<file path="src/common/ldc_pkg.sv">
package ldc_pkg;
  localparam int CLK_HZ = 50_000_000;
  localparam int SETTLE_MS = 10;
  localparam int SETTLE_CYC = CLK_HZ / 1000 * SETTLE_MS;
  localparam int SLOPE_UNIT_US = 10;
  localparam int SLOPE_UNIT_CYC = CLK_HZ / 1_000_000 * SLOPE_UNIT_US;
  localparam int MEAS_BASE_MS = 525;
  localparam int MEAS_BASE_CYC = CLK_HZ / 1000 * MEAS_BASE_MS;
  localparam int MEAS_WIN_US = 1000;
  localparam int MEAS_WIN_CYC = CLK_HZ / 1_000_000 * MEAS_WIN_US;
  localparam logic [3:0] KEY_DARK_LVL = 4'h4;
  localparam logic [19:0] DUTY_CNT_MAX = 20'hfffff;
  localparam logic [3:0] DIV_STEPS = 4'h8;
  // register word indices, byte address is four times the index
  localparam logic [5:0] IDX_CTRL = 6'h00;
  localparam logic [5:0] IDX_MCFG = 6'h02;
  localparam logic [5:0] IDX_MLVL = 6'h03;
  localparam logic [5:0] IDX_MSLP = 6'h0a;
  localparam logic [5:0] IDX_RSLP = 6'h0b;
  localparam logic [5:0] IDX_ACFG = 6'h0c;
  localparam logic [5:0] IDX_ABRT = 6'h0d;
  localparam logic [5:0] IDX_STAT = 6'h0e;
  localparam logic [5:0] IDX_RCFG = 6'h20;
  localparam logic [5:0] IDX_RLVL0 = 6'h21;
  localparam logic [5:0] IDX_RLVL1 = 6'h22;
  localparam logic [5:0] IDX_RLVL2 = 6'h23;
  localparam logic [7:0] RST_CTRL = 8'h00;
  localparam logic [7:0] RST_MCFG = 8'h02;
  localparam logic [7:0] RST_LVL = 8'h00;
  localparam logic [7:0] RST_SLP = 8'h00;
  localparam logic [7:0] RST_ACFG = 8'h00;
  localparam logic [7:0] RST_RCFG = 8'h00;
  typedef struct packed {
    logic [4:0] rsv;
    logic kb_en;
    logic alc_en;
    logic srst;
  } ldc_ctrl_t;
  typedef struct packed {
    logic cai_en;
    logic [3:0] rsv;
    logic comb;
    logic mhd;
    logic pol;
  } ldc_mcfg_t;
  typedef struct packed {
    logic sync;
    logic curve;
    logic [3:0] rsv;
    logic [1:0] per;
  } ldc_acfg_t;
  typedef struct packed {
    logic slope_en;
    logic [2:0] on;
    logic [1:0] rsv;
    logic pol;
    logic gate;
  } ldc_rcfg_t;
  typedef enum logic [1:0] {
    C_OFF = 2'b00,
    C_SET = 2'b01,
    C_RUN = 2'b11,
    C_HOLD = 2'b10
  } ldc_cai_st_t;
endpackage

</file>
<file path="src/ldc_top.sv">
// The APB slave port and the placing of the registers were chosen for this implementation.
`timescale 1ns/1ps
// Summary of operation
// - each colour current has 256 steps of 0.1 mA, set per channel
// - colours switched by gate input level or host on bits; host default
// - host on bits act per colour; gate input switches all three together
// - gate polarity bit 0 means active high, 1 means active low
// - gate only enables; active gives programmed current, inactive zero
// - host-only colour control ramps at the programmed colour slope rate
// - colour slope enable low makes current changes immediate
// - duty maps linearly to main current, 0 to 25.6 mA
// - standalone duty dimming overrides host and ambient brightness
// - duty input accepts 100 Hz to 15 kHz; source stays in range
// - duty dimming starts when its enable bit is set by host
// - main ramp is suppressed while duty dimming is enabled
// - previous main current held about 10 ms before duty current applies
// - host dimming bit still set after settle keeps previous current unless combined mode is set
// - combined mode: last host or ambient current is full scale at 100%
// - ambient samples averaged; brightness readable by host
// - ambient enable hands main brightness to ambient path; host default
// - separate ambient and keypad enable bits; keypad is a logic level
// - bias on with ambient enable; sync bit limits it to measurements
// - sixteen ambient levels, log conversion or bypass by curve bit
// - duty dimming acts only on the main white group
module ldc_top import ldc_pkg::*; #(
  parameter int SETTLE_N = SETTLE_CYC,
  parameter int MEAS_BASE_N = MEAS_BASE_CYC,
  parameter int MEAS_WIN_N = MEAS_WIN_CYC
)(
  input wire logic CORE_CLK,
  input wire logic RST,
  input wire logic PSEL,
  input wire logic PENABLE,
  input wire logic PWRITE,
  input wire logic [7:0] PADDR,
  input wire logic [31:0] PWDATA,
  output logic [31:0] PRDATA,
  output logic PREADY,
  output logic PSLVERR,
  input wire logic INDICATOR_GATE_INPUT_IN,
  input wire logic DUTY_IN,
  input wire logic [7:0] ALS_DATA,
  input wire logic ALS_VALID,
  output logic [2:0] RGB_EN,
  output logic [7:0] R_LVL,
  output logic [7:0] G_LVL,
  output logic [7:0] B_LVL,
  output logic MAIN_EN,
  output logic [7:0] MAIN_LVL,
  output logic BIAS_EN,
  output logic ALS_START,
  output logic KEYPAD_ON
);
  ldc_ctrl_t ctrl_q;
  ldc_mcfg_t mcfg_q;
  ldc_acfg_t acfg_q;
  ldc_rcfg_t rcfg_q;
  logic [7:0] mlvl_q, mslp_q, rslp_q;
  logic [7:0] rlvl_q [3];
  logic srst_q, pready_q, pslverr_q;
  logic [31:0] prdata_q;
  logic [31:0] rd_d;
  logic mapped;
  logic [5:0] idx;
  logic wr_en;
  ldc_cai_st_t st_q;
  logic [19:0] set_cnt_q;
  logic [8:0] snap_q;
  logic [7:0] avg;
  logic [9:0] acc_q;
  logic [7:0] als_avg_q;
  logic [3:0] als_lvl_q;
  logic [8:0] tgt [4];
  logic ramp [4];
  logic [6:0] rate [4];
  logic [8:0] v_q [4];
  logic en_q [4];
  logic [7:0] lvl_q [4];
  logic tick_q;
  logic [8:0] pre_q;

  // apb slave: zero wait states, answer in first access cycle
  assign idx = PADDR[7:2];
  assign wr_en = PSEL && PENABLE && PREADY && PWRITE;

  always_comb begin
    mapped = 1'b1;
    rd_d = 32'h0;
    case (idx)
      IDX_CTRL: rd_d = {24'h0, ctrl_q[7:1], 1'b0};
      IDX_MCFG: rd_d = {24'h0, mcfg_q};
      IDX_MLVL: rd_d = {24'h0, mlvl_q};
      IDX_MSLP: rd_d = {24'h0, mslp_q};
      IDX_RSLP: rd_d = {24'h0, rslp_q};
      IDX_ACFG: rd_d = {24'h0, acfg_q};
      IDX_ABRT: rd_d = {20'h0, als_lvl_q, als_avg_q};
      IDX_STAT: rd_d = {21'h0, st_q, MAIN_EN, MAIN_LVL};
      IDX_RCFG: rd_d = {24'h0, rcfg_q};
      IDX_RLVL0, IDX_RLVL1, IDX_RLVL2:
        rd_d = {24'h0, rlvl_q[2'(idx - IDX_RLVL0)]};
      default: mapped = 1'b0;
    endcase
  end

  always_ff @(posedge CORE_CLK or posedge RST) begin
    if (RST) begin
      pready_q <= 1'b0;
      pslverr_q <= 1'b0;
      prdata_q <= 32'h0;
    end else begin
      pready_q <= PSEL && !PENABLE;
      pslverr_q <= PSEL && !PENABLE && !mapped;
      prdata_q <= (PSEL && !PENABLE && !PWRITE) ? rd_d : 32'h0;
    end
  end
  assign PREADY = pready_q;
  assign PSLVERR = pslverr_q;
  assign PRDATA = prdata_q;

  // self-clearing soft reset returns every writable register to its reset value; ABRT and STAT are left alone
  always_ff @(posedge CORE_CLK or posedge RST) begin
    if (RST) srst_q <= 1'b0;
    else srst_q <= wr_en && idx == IDX_CTRL && PWDATA[0];
  end

  always_ff @(posedge CORE_CLK or posedge RST) begin
    if (RST) begin
      ctrl_q <= RST_CTRL;
      mcfg_q <= RST_MCFG;
      mlvl_q <= RST_LVL;
      mslp_q <= RST_SLP;
      rslp_q <= RST_SLP;
      acfg_q <= RST_ACFG;
      rcfg_q <= RST_RCFG;
      for (int k = 0; k < 3; k++) rlvl_q[k] <= RST_LVL;
    end else if (srst_q) begin
      // soft reset kept synchronous so the async branch stays pure
      ctrl_q <= RST_CTRL;
      mcfg_q <= RST_MCFG;
      mlvl_q <= RST_LVL;
      mslp_q <= RST_SLP;
      rslp_q <= RST_SLP;
      acfg_q <= RST_ACFG;
      rcfg_q <= RST_RCFG;
      for (int k = 0; k < 3; k++) rlvl_q[k] <= RST_LVL;
    end else if (wr_en) begin
      case (idx)
        IDX_CTRL: ctrl_q <= {5'h0, PWDATA[2:1], 1'b0};
        IDX_MCFG: mcfg_q <= {PWDATA[7], 4'h0, PWDATA[2:0]};
        IDX_MLVL: mlvl_q <= PWDATA[7:0];
        IDX_MSLP: mslp_q <= PWDATA[7:0];
        IDX_RSLP: rslp_q <= PWDATA[7:0];
        IDX_ACFG: acfg_q <= {PWDATA[7:6], 4'h0, PWDATA[1:0]};
        IDX_RCFG: rcfg_q <= {PWDATA[7:4], 2'h0, PWDATA[1:0]};
        // level writes stay open while the gate input toggles
        IDX_RLVL0, IDX_RLVL1, IDX_RLVL2:
          rlvl_q[2'(idx - IDX_RLVL0)] <= PWDATA[7:0];
        default: ;
      endcase
    end
  end

  // pin synchronisers
  logic indicator_gate_input_s1_q, indicator_gate_input_s2_q, duty_s1_q, duty_s2_q;
  always_ff @(posedge CORE_CLK or posedge RST) begin
    if (RST) begin
      indicator_gate_input_s1_q <= 1'b0;
      indicator_gate_input_s2_q <= 1'b0;
      duty_s1_q <= 1'b0;
      duty_s2_q <= 1'b0;
    end else begin
      indicator_gate_input_s1_q <= INDICATOR_GATE_INPUT_IN;
      indicator_gate_input_s2_q <= indicator_gate_input_s1_q;
      duty_s1_q <= DUTY_IN;
      duty_s2_q <= duty_s1_q;
    end
  end

  // no glitch filter: the far side guarantees a long enough active level
  logic indicator_gate_input_act;
  assign indicator_gate_input_act = indicator_gate_input_s2_q ^ rcfg_q.pol;

  // duty measurement: count active and idle time, divide, average
  logic act, act_d_q, sat;
  logic [19:0] hi_q, lo_q;
  logic [21:0] rem_q;
  logic [20:0] per_q;
  logic [7:0] quo_q;
  logic [3:0] div_q;
  logic smp_v;
  logic [7:0] smp;
  logic [21:0] rem2;
  assign act = ~(duty_s2_q ^ mcfg_q.pol);
  assign sat = act ? (hi_q == DUTY_CNT_MAX) : (lo_q == DUTY_CNT_MAX);
  assign rem2 = {rem_q[20:0], 1'b0};

  always_ff @(posedge CORE_CLK or posedge RST) begin
    if (RST) begin
      // starts high so no false active edge follows reset
      act_d_q <= 1'b1;
      hi_q <= 20'h0;
      lo_q <= 20'h0;
    end else begin
      act_d_q <= act;
      if ((act && !act_d_q) || sat) begin
        hi_q <= {19'h0, act};
        lo_q <= {19'h0, !act};
      end else if (act) begin
        hi_q <= hi_q + 20'h1;
      end else begin
        lo_q <= lo_q + 20'h1;
      end
    end
  end

  // restoring divider gives active/period in 1/256 units
  always_ff @(posedge CORE_CLK or posedge RST) begin
    if (RST) begin
      rem_q <= 22'h0;
      per_q <= 21'h0;
      quo_q <= 8'h0;
      div_q <= 4'h0;
    end else if (div_q != 4'h0) begin
      div_q <= div_q - 4'h1;
      if (rem2 >= {1'b0, per_q}) begin
        rem_q <= rem2 - {1'b0, per_q};
        quo_q <= {quo_q[6:0], 1'b1};
      end else begin
        rem_q <= rem2;
        quo_q <= {quo_q[6:0], 1'b0};
      end
    end else if (act && !act_d_q && !sat) begin
      rem_q <= {2'h0, hi_q};
      per_q <= {1'b0, hi_q} + {1'b0, lo_q};
      quo_q <= 8'h0;
      div_q <= DIV_STEPS;
    end
  end

  // a stuck input yields 0 or 100 percent instead of a stale value
  always_comb begin
    smp_v = 1'b0;
    smp = quo_q;
    if (sat) begin
      smp_v = 1'b1;
      smp = act ? 8'hff : 8'h00;
    end else if (div_q == 4'h1) begin
      smp_v = 1'b1;
      smp = {quo_q[6:0], rem2 >= {1'b0, per_q}};
    end
  end

  always_ff @(posedge CORE_CLK or posedge RST) begin
    if (RST) acc_q <= 10'h0;
    else if (smp_v) acc_q <= acc_q - {2'h0, acc_q[9:2]} + {2'h0, smp};
  end
  assign avg = acc_q[9:2];

  // settle hold, then run or hold the previous current
  always_ff @(posedge CORE_CLK or posedge RST) begin
    if (RST) begin
      st_q <= C_OFF;
      set_cnt_q <= 20'h0;
      snap_q <= 9'h0;
    end else begin
      case (st_q)
        C_OFF: begin
          set_cnt_q <= 20'h0;
          snap_q <= v_q[3];
          if (mcfg_q.cai_en) st_q <= C_SET;
        end
        C_SET: begin
          set_cnt_q <= set_cnt_q + 20'h1;
          if (!mcfg_q.cai_en) st_q <= C_OFF;
          else if (set_cnt_q == 20'(SETTLE_N - 1))
            st_q <= (mcfg_q.mhd && !mcfg_q.comb) ? C_HOLD : C_RUN;
        end
        C_RUN, C_HOLD: if (!mcfg_q.cai_en) st_q <= C_OFF;
        default: st_q <= C_OFF;
      endcase
    end
  end

  // ambient path: 4-sample average, level conversion, timing
  logic [9:0] asum_q;
  logic [1:0] acnt_q;
  logic [3:0] lvl_conv;
  logic [26:0] mcnt_q;
  logic [26:0] mper;
  logic bias_q, start_q, key_q;

  always_comb begin
    lvl_conv = 4'h0;
    if (acfg_q.curve) begin
      lvl_conv = als_avg_q[7:4];
    end else begin
      for (int b = 1; b < 8; b++)
        if (als_avg_q[b]) lvl_conv = {3'(b), als_avg_q[b - 1]};
    end
  end

  logic [9:0] asum_d;
  assign asum_d = asum_q + {2'h0, ALS_DATA};
  always_ff @(posedge CORE_CLK or posedge RST) begin
    if (RST) begin
      asum_q <= 10'h0;
      acnt_q <= 2'h0;
      als_avg_q <= 8'h0;
      als_lvl_q <= 4'h0;
    end else begin
      als_lvl_q <= lvl_conv;
      if (ALS_VALID) begin
        acnt_q <= acnt_q + 2'h1;
        if (acnt_q == 2'h3) begin
          als_avg_q <= asum_d[9:2];
          asum_q <= 10'h0;
        end else begin
          asum_q <= asum_d;
        end
      end
    end
  end

  assign mper = 27'(MEAS_BASE_N * (int'(acfg_q.per) + 1));
  always_ff @(posedge CORE_CLK or posedge RST) begin
    if (RST) begin
      mcnt_q <= 27'h0;
      bias_q <= 1'b0;
      start_q <= 1'b0;
      key_q <= 1'b0;
    end else begin
      if (!ctrl_q.alc_en || mcnt_q >= mper - 27'h1) mcnt_q <= 27'h0;
      else mcnt_q <= mcnt_q + 27'h1;
      bias_q <= ctrl_q.alc_en &&
                (!acfg_q.sync || mcnt_q < 27'(MEAS_WIN_N));
      start_q <= ctrl_q.alc_en && mcnt_q == 27'(MEAS_WIN_N - 1);
      key_q <= ctrl_q.kb_en && als_lvl_q < KEY_DARK_LVL;
    end
  end
  assign BIAS_EN = bias_q;
  assign ALS_START = start_q;
  assign KEYPAD_ON = key_q;

  // channel targets: 0 means off, n means level code n-1
  logic [8:0] base_v;
  logic [16:0] prod;
  assign base_v = ctrl_q.alc_en ? {1'b0, als_lvl_q, 4'hf} + 9'h1 :
                  mcfg_q.mhd ? {1'b0, mlvl_q} + 9'h1 : 9'h0;
  assign prod = base_v * avg;

  always_comb begin
    for (int c = 0; c < 3; c++) begin
      tgt[c] = (rcfg_q.gate ? indicator_gate_input_act : rcfg_q.on[c]) ?
               {1'b0, rlvl_q[c]} + 9'h1 : 9'h0;
      ramp[c] = !rcfg_q.gate && rcfg_q.slope_en;
      rate[c] = rslp_q[6:0];
    end
    rate[3] = mslp_q[6:0];
    ramp[3] = 1'b0;
    case (st_q)
      C_OFF: begin
        tgt[3] = base_v;
        ramp[3] = mslp_q[7];
      end
      C_RUN: tgt[3] = mcfg_q.comb ? prod[16:8] :
                      {1'b0, avg};
      default: tgt[3] = snap_q;
    endcase
  end

  always_ff @(posedge CORE_CLK or posedge RST) begin
    if (RST) begin
      pre_q <= 9'h0;
      tick_q <= 1'b0;
    end else begin
      tick_q <= pre_q == 9'(SLOPE_UNIT_CYC - 1);
      pre_q <= (pre_q == 9'(SLOPE_UNIT_CYC - 1)) ? 9'h0 : pre_q + 9'h1;
    end
  end

  // one ramp engine per channel; channel 3 is the main white group
  for (genvar i = 0; i < 4; i++) begin : g_ch
    logic [6:0] cnt_q;
    logic step;
    logic [8:0] nv;
    assign step = tick_q && cnt_q >= rate[i];
    always_comb begin
      nv = v_q[i];
      if (!ramp[i]) nv = tgt[i];
      else if (step && v_q[i] < tgt[i]) nv = v_q[i] + 9'h1;
      else if (step && v_q[i] > tgt[i]) nv = v_q[i] - 9'h1;
    end
    always_ff @(posedge CORE_CLK or posedge RST) begin
      if (RST) begin
        cnt_q <= 7'h0;
        v_q[i] <= 9'h0;
        en_q[i] <= 1'b0;
        lvl_q[i] <= 8'h0;
      end else begin
        if (step) cnt_q <= 7'h0;
        else if (tick_q) cnt_q <= cnt_q + 7'h1;
        v_q[i] <= nv;
        en_q[i] <= nv != 9'h0;
        lvl_q[i] <= nv[7:0] - 8'h1;
      end
    end
  end

  // sub group outputs come from channels 0 to 2, main outputs from channel 3
  assign RGB_EN = {en_q[2], en_q[1], en_q[0]};
  assign R_LVL = lvl_q[0];
  assign G_LVL = lvl_q[1];
  assign B_LVL = lvl_q[2];
  assign MAIN_EN = en_q[3];
  assign MAIN_LVL = lvl_q[3];
endmodule
</file>
<file path="config.mk">
export PLATFORM = sky130hd
export DESIGN_NAME = ldc_top
export DESIGN_NICKNAME = d
export VERILOG_FILES = /design/src/common/ldc_pkg.sv /design/src/ldc_top.sv
export SDC_FILE = /design/constraint.sdc
export NUM_CORES = 1
export LEC_CHECK = 0
export ABC_AREA = 1
export BUFFER_PORTS_ARGS = -buffer_cell sky130_fd_sc_hd__clkbuf_2
export CELL_PAD_IN_SITES_DETAIL_PLACEMENT = 0
export CELL_PAD_IN_SITES_GLOBAL_PLACEMENT = 1
export CORE_ASPECT_RATIO = 1.5
export CORE_MARGIN = 1.5
export CORE_UTILIZATION = 47
export DETAILED_ROUTE_END_ITERATION = 10
export PLACE_DENSITY = 0.83
export SETUP_SLACK_MARGIN = 0.2
export SLEW_MARGIN = 20
export SYNTH_ARGS = -nofsm -noshare
export SYNTH_HDL_FRONTEND = slang
export SYNTH_SLANG_ARGS = --single-unit
</file>
<file path="constraint.sdc">
create_clock -name CORE_CLK -period 15.12 [get_ports CORE_CLK]
set_input_delay 3.024 -clock CORE_CLK [delete_from_list [all_inputs] [get_ports CORE_CLK]]
set_output_delay 3.024 -clock CORE_CLK [all_outputs]
set_load 0.05 [all_outputs]
</file>
# Word-level counts from Yosys, hierarchy flattened
# Cells that the tools add are included.
[totals]
reg_bits = 418
latchBits = 0
mem_bits_rw = 0
mem_bits_ro = 0
inputBits = 56
output_inout_bits = 73
memories = 0
[classes]
add_sub_neg = 36
mul = 2
div = 0
n_lt_le_gt_ge = 18
eq_ne = 25
shifts = 0
n_mux = 100
bitwise_logic = 5
n_reduce_logical = 77
[ops]
columns = ["op", "n"]
rows = [
  ["$mux W8", 29],
  ["$mux W9", 19],
  ["$pmux W12 S10", 1],
  ["$mux W20", 4],
  ["$mux W24", 3],
  ["$mux W21", 3],
  ["$add A20 B1 Y20 const B", 3],
  ["$mux W7", 8],
  ["$add A8 B1 Y9 const B", 5],
  ["$add A9 B1 Y9 const B", 5],
  ["$eq A20 B20 Y1 const B", 2],
  ["$pmux W20 S2", 1],
  ["$gt A9 B9 Y1", 4],
  ["$lt A9 B9 Y1", 4],
  ["$mux W4", 9],
  ["$reduce_bool A9 Y1", 4],
  ["$sub A9 B1 Y9 const B", 4],
  ["$mux W32", 1],
  ["$reduce_bool A2 Y1", 16],
  ["$sub A8 B1 Y8 const B", 4],
  ["$eq A6 B4 Y1 const B", 5],
  ["$add A7 B1 Y7 const B", 4],
  ["$ge A7 B7 Y1", 4],
  ["$logic_and A1 B1 Y1", 28],
  ["other kinds (51)", 93],
]

# Longest topological paths before layout
[depth]
word_depth = 12
mapped_depth = 50
ltp_nobuf = 50

# Least setup slack after synthesis
# OpenSTA, ideal clock, no wires.
[synth_path]
kind = "register to register"
startpoint = "register mcfg_q[1] (netlist bit)"
endpoint = "register lvl_q (netlist bit MAIN_LVL[4])"
t_arrival_ps = 6777
required_ps = 14998
path_slack_ps = 8221
stages_incl_launch_ff = 42
n_path_buf = 1
cell_sequence = "dfstp_2 > inv_2 > nor2_4 > o21ai_1 > or2_1 > o21ai_0 > inv_1 > nor2_1 > fa_1 > fa_1 > fa_1 > inv_1 > fa_1 > inv_1 > ha_1 > nand2_1 > nor2_1 > and2_1 > [... 6 more ...] > o21ai_0 > ha_1 > nand2_1 > nor2_1 > nand3b_1 > nand3_1 > nand2_1 > nor2_2 > buf_2 > o21ai_0 > nand3_1 > nand2_4 > inv_4 > ha_1 > inv_1 > nor2_4 > nand2_2 > xor2_1"
[synth_between]
elab_chain_cells = 11
elab_cells_between_ends = 13
classes_between = "1 x add/sub; 1 x mul; 2 x order compare; 7 x mux; 2 x reduce/logical"
[synth_rtl]
columns = ["element", "line", "text"]
rows = [
  ["start, declared", "ldc_top.sv:55", "ldc_mcfg_t mcfg_q;"],
  ["start signal, assigned", "ldc_top.sv:149", "IDX_MCFG: mcfg_q <= {PWDATA[7], 4'h0, PWDATA[2:0]};"],
  ["$mux W9 *", "ldc_top.sv:348", "mcfg_q.mhd ? {1'b0, mlvl_q} + 9'h1 : 9'h0;"],
  ["$mux W9 *", "ldc_top.sv:347", "assign base_v = ctrl_q.alc_en ? {1'b0, als_lvl_q, 4'hf} + 9'h1 :"],
  ["$mul A9 B8 Y17", "ldc_top.sv:349", "assign prod = base_v * avg;"],
  ["$mux W9", "ldc_top.sv:365", "C_RUN: tgt[3] = mcfg_q.comb ? prod[16:8] :"],
  ["$pmux W9 S2 *", "ldc_top.sv:360", "case (st_q)"],
  ["$gt A9 B9 Y1", "ldc_top.sv:391", "else if (step && v_q[i] > tgt[i]) nv = v_q[i] - 9'h1;"],
  ["$logic_and A1 B1 Y1", "ldc_top.sv:391", ""],
  ["$mux W9", "ldc_top.sv:391", ""],
  ["$mux W9", "ldc_top.sv:390", "else if (step && v_q[i] < tgt[i]) nv = v_q[i] + 9'h1;"],
  ["$mux W9 *", "ldc_top.sv:389", "if (!ramp[i]) nv = tgt[i];"],
  ["net g_ch[3].nv[0]", "ldc_top.sv:385", "logic [8:0] nv;"],
  ["$sub A8 B1 Y8 *", "ldc_top.sv:404", "lvl_q[i] <= nv[7:0] - 8'h1;"],
  ["end signal, assigned by index", "ldc_top.sv:404", ""],
  ["end, declared", "ldc_top.sv:78", "logic [7:0] lvl_q [4];"],
]
# Mark *: on every way through the listed nets, which the timed path passes. The rest lies on a longest branch.
# A chain may end at the register's enable or synchronous reset.

# Final worst setup path
# Same ends and word-level chain as after synthesis.

==> results.json <==
{
  "status": "completed",
  "dr.pass1.iters": 5,
  "vias": 23400,
  "cts_resized": 0,
  "drc": 0,
  "final_net_count": 3970,
  "synth_flop_cell": "dfrtp_1",
  "grt_pass1_vias": 23100,
  "cts_tree": "yes",
  "dp_hpwl_um": 55300,
  "cp-end-kind": "flip-flop",
  "fin_ws_ns": 7.12,
  "dp_slack_ns": 7.04,
  "clk_pin_slew_ns": 0.06,
  "synth_common_cells": "nand2_1, inv_1, dfrtp_1, nor2_1, o21ai_0",
  "antenna_found_initial": 1,
  "setup_viol": 0,
  "synth_cell_types": 67,
  "grt_first_pass_wirelength_um": 118000,
  "portBuffers": 82,
  "ys_async_sr_fraction_pct": 100,
  "fin_crit_ns": 8.00,
  "clock_sinks": 383,
  "syn_inst": 3561,
  "synth_warnings": 0,
  "cts_hold_buf": 0,
  "drive_above_1_share_pct": 7.25,
  "timing.fmax_mhz": 125,
  "dieArea_mm2": 0.0594,
  "yosysSeqAreaShare_pct": 35.2,
  "slew_viol_final": 0,
  "fin_crit_sh_pct": 52.9,
  "max-slew-margin-rel_pct": 30.3,
  "initial_core_util_pct": 47.7,
  "start_kind": "flip-flop",
  "routed_wl_um": 72400,
  "power_density_mw_per_mm2": 139,
  "crit_path_frequent_cell": "nand2_1",
  "cts_made_buffers": 43,
  "hold_violations": 0,
  "max-cap-violations": 0,
  "worstPathMaxFanout": 13,
  "die_w_um": 200,
  "cp.required_ns": 15.59,
  "syn_area_mm2": 0.0272,
  "core-area_mm2": 0.0570,
  "die_h_um": 298,
  "critical-path-max-stage-delay_ns": 0.65,
  "hold_class": "reg2reg",
  "syn_area_per_cell_um2": 7.65,
  "rows": 107,
  "cp.arrival_ns": 8.47,
  "worst_slew_pin_slew_ns": 1.05,
  "ys_ff_latch": 383,
  "synth_edf_count": 0,
  "peakVddDrop_uv": 88.0,
  "post_drt_wl_per_cell_um": 16.3,
  "cpMaxStageDelayCell": "dfstp_2",
  "htree_levels": 2,
  "yosys.area.top_type": "dfrtp_1",
  "synthTopCellsByArea": "dfrtp_1, nand2_1, ha_1",
  "netlist.area_leader.share_pct": 35.0,
  "ant_nets": 0,
  "grt_max_degree": 155,
  "drt_iter0_drc": 1078,
  "clock_skew_ns": 0.0235,
  "area_delta_synth_final_pct": 9.60,
  "clock_path_buffers": 3,
  "io_pins": 129,
  "clk_latency_ns": 0.59,
  "clockRootBuffer": "clkbuf_16",
  "setup-tns-final_ns": 0,
  "post_cts_buffers": 0,
  "gp_congestion": 0.895,
  "rsz0062_at_grt": "false",
  "gr-total-overflow": 0,
  "vias_per_cell": 5.28,
  "groute.usage.overall_pct": 24.9,
  "critical_path_class": "reg2reg",
  "yosysMostFrequentCell": "nand2_1",
  "p_leak_uw": 0.0147
}
[layout by cell type, fill, tap and decap left out, types with 44 or more instances in the layout]
master	n
a21oi_1	196
clkbuf_16	44
clkbuf_2	82
dfrtp_1	381
fa_1	52
ha_1	226
inv_1	501
nand2_1	755
nand3_1	205
nand4_1	54
nor2_1	308
nor3_1	80
o21ai_0	273
o22ai_1	45
xor2_1	92
[final timing paths]
kind,startpoint,endpoint,slack [ns],depth (start not counted)
worst max register to register,mcfg_q[1],MAIN_LVL[4],7.12,38
min in group asynchronous,RST,lo_q[1],2.61,2
worst min register to register,indicator_gate_input_s1_q,indicator_gate_input_s2_q,0.35,0
worst max-delay path,mcfg_q[1],MAIN_LVL[4],7.12,38
max in group asynchronous,RST,snap_q[2],11.04,3
worst min-delay path,indicator_gate_input_s1_q,indicator_gate_input_s2_q,0.35,0
[per-layer routing]
layer | vias up | GRT usage [%] | share of wire (%)
met5 | - | 0 | 0
met4 | 0 | 7.39 | 2.7
met3 | 104 | 2.83 | 3.7
met2 | 440 | 44.3 | 50
met1 | 11000 | 31.3 | 43
li1 | 11800 | - | -
[power by group]
part | internal (uW) | leakage (uW) | switching [uW]
registers | 1190 | 0.00501 | 158
logic | 601 | 0.00895 | 1090
clock network | 645 | 0.000731 | 452
total | 2430 | 0.0147 | 1700
[metrics by stage]
stage	total power [uW]	hold WS (ns)	instances	cell area [um^2]	utilization [%]
floorplan	2640	0.331	3582	27300	-
global placement	3040	0.353	4354	28400	49.7
detailed placement	3060	0.349	4354	28400	49.7
CTS	4180	0.359	4432	29800	52.3
global route	4470	0.358	4433	29800	52.3
finish	4140	0.354	4433	29800	52.3
[area by class of cell]
cell class	instances	area [um^2]
Multi-Input combinational cell	2589	15300
Sequential cell	383	9590
Clock buffer	60	1280
Tap cell	763	955
Timing Repair Buffer	98	543
Fill cell	5708	27200
Antenna cell	1	2.50
Inverter	521	1970
Clock inverter	18	196
[sequential cells by signal (all words and copies together) (netlist names), 9 cells and up]
signal	count
PRDATA	12
acc_q	10
asum_q	10
g_ch.cnt_q	28
hi_q	20
lo_q	20
mcnt_q	27
per_q	21
pre_q	9
rem_q	21
rlvl_q	24
set_cnt_q	20
snap_q	9
v_q	36
[critical path, delay by kind of cell, from the launching register on]
kind            cells  cell delay, ns
simple gates       21            3.20
fa+ha+maj           7            2.89
flops               1            0.65
buf+inv             6            0.63
compound gates      3            0.37
xor+xnor            1            0.13
[cells by family after synthesis]
family,synth area share [%]
AOI/OAI and AO/OA,13.3
xor gates and xnor gates,3.86
adders and majority gates,14.2
buffers and inverters,8.87
DFF,35.2
muxes,0.0735
other,0.0276
and+or+nand+nor,24.5
Note: power is estimated with default switching activity, not from simulation.
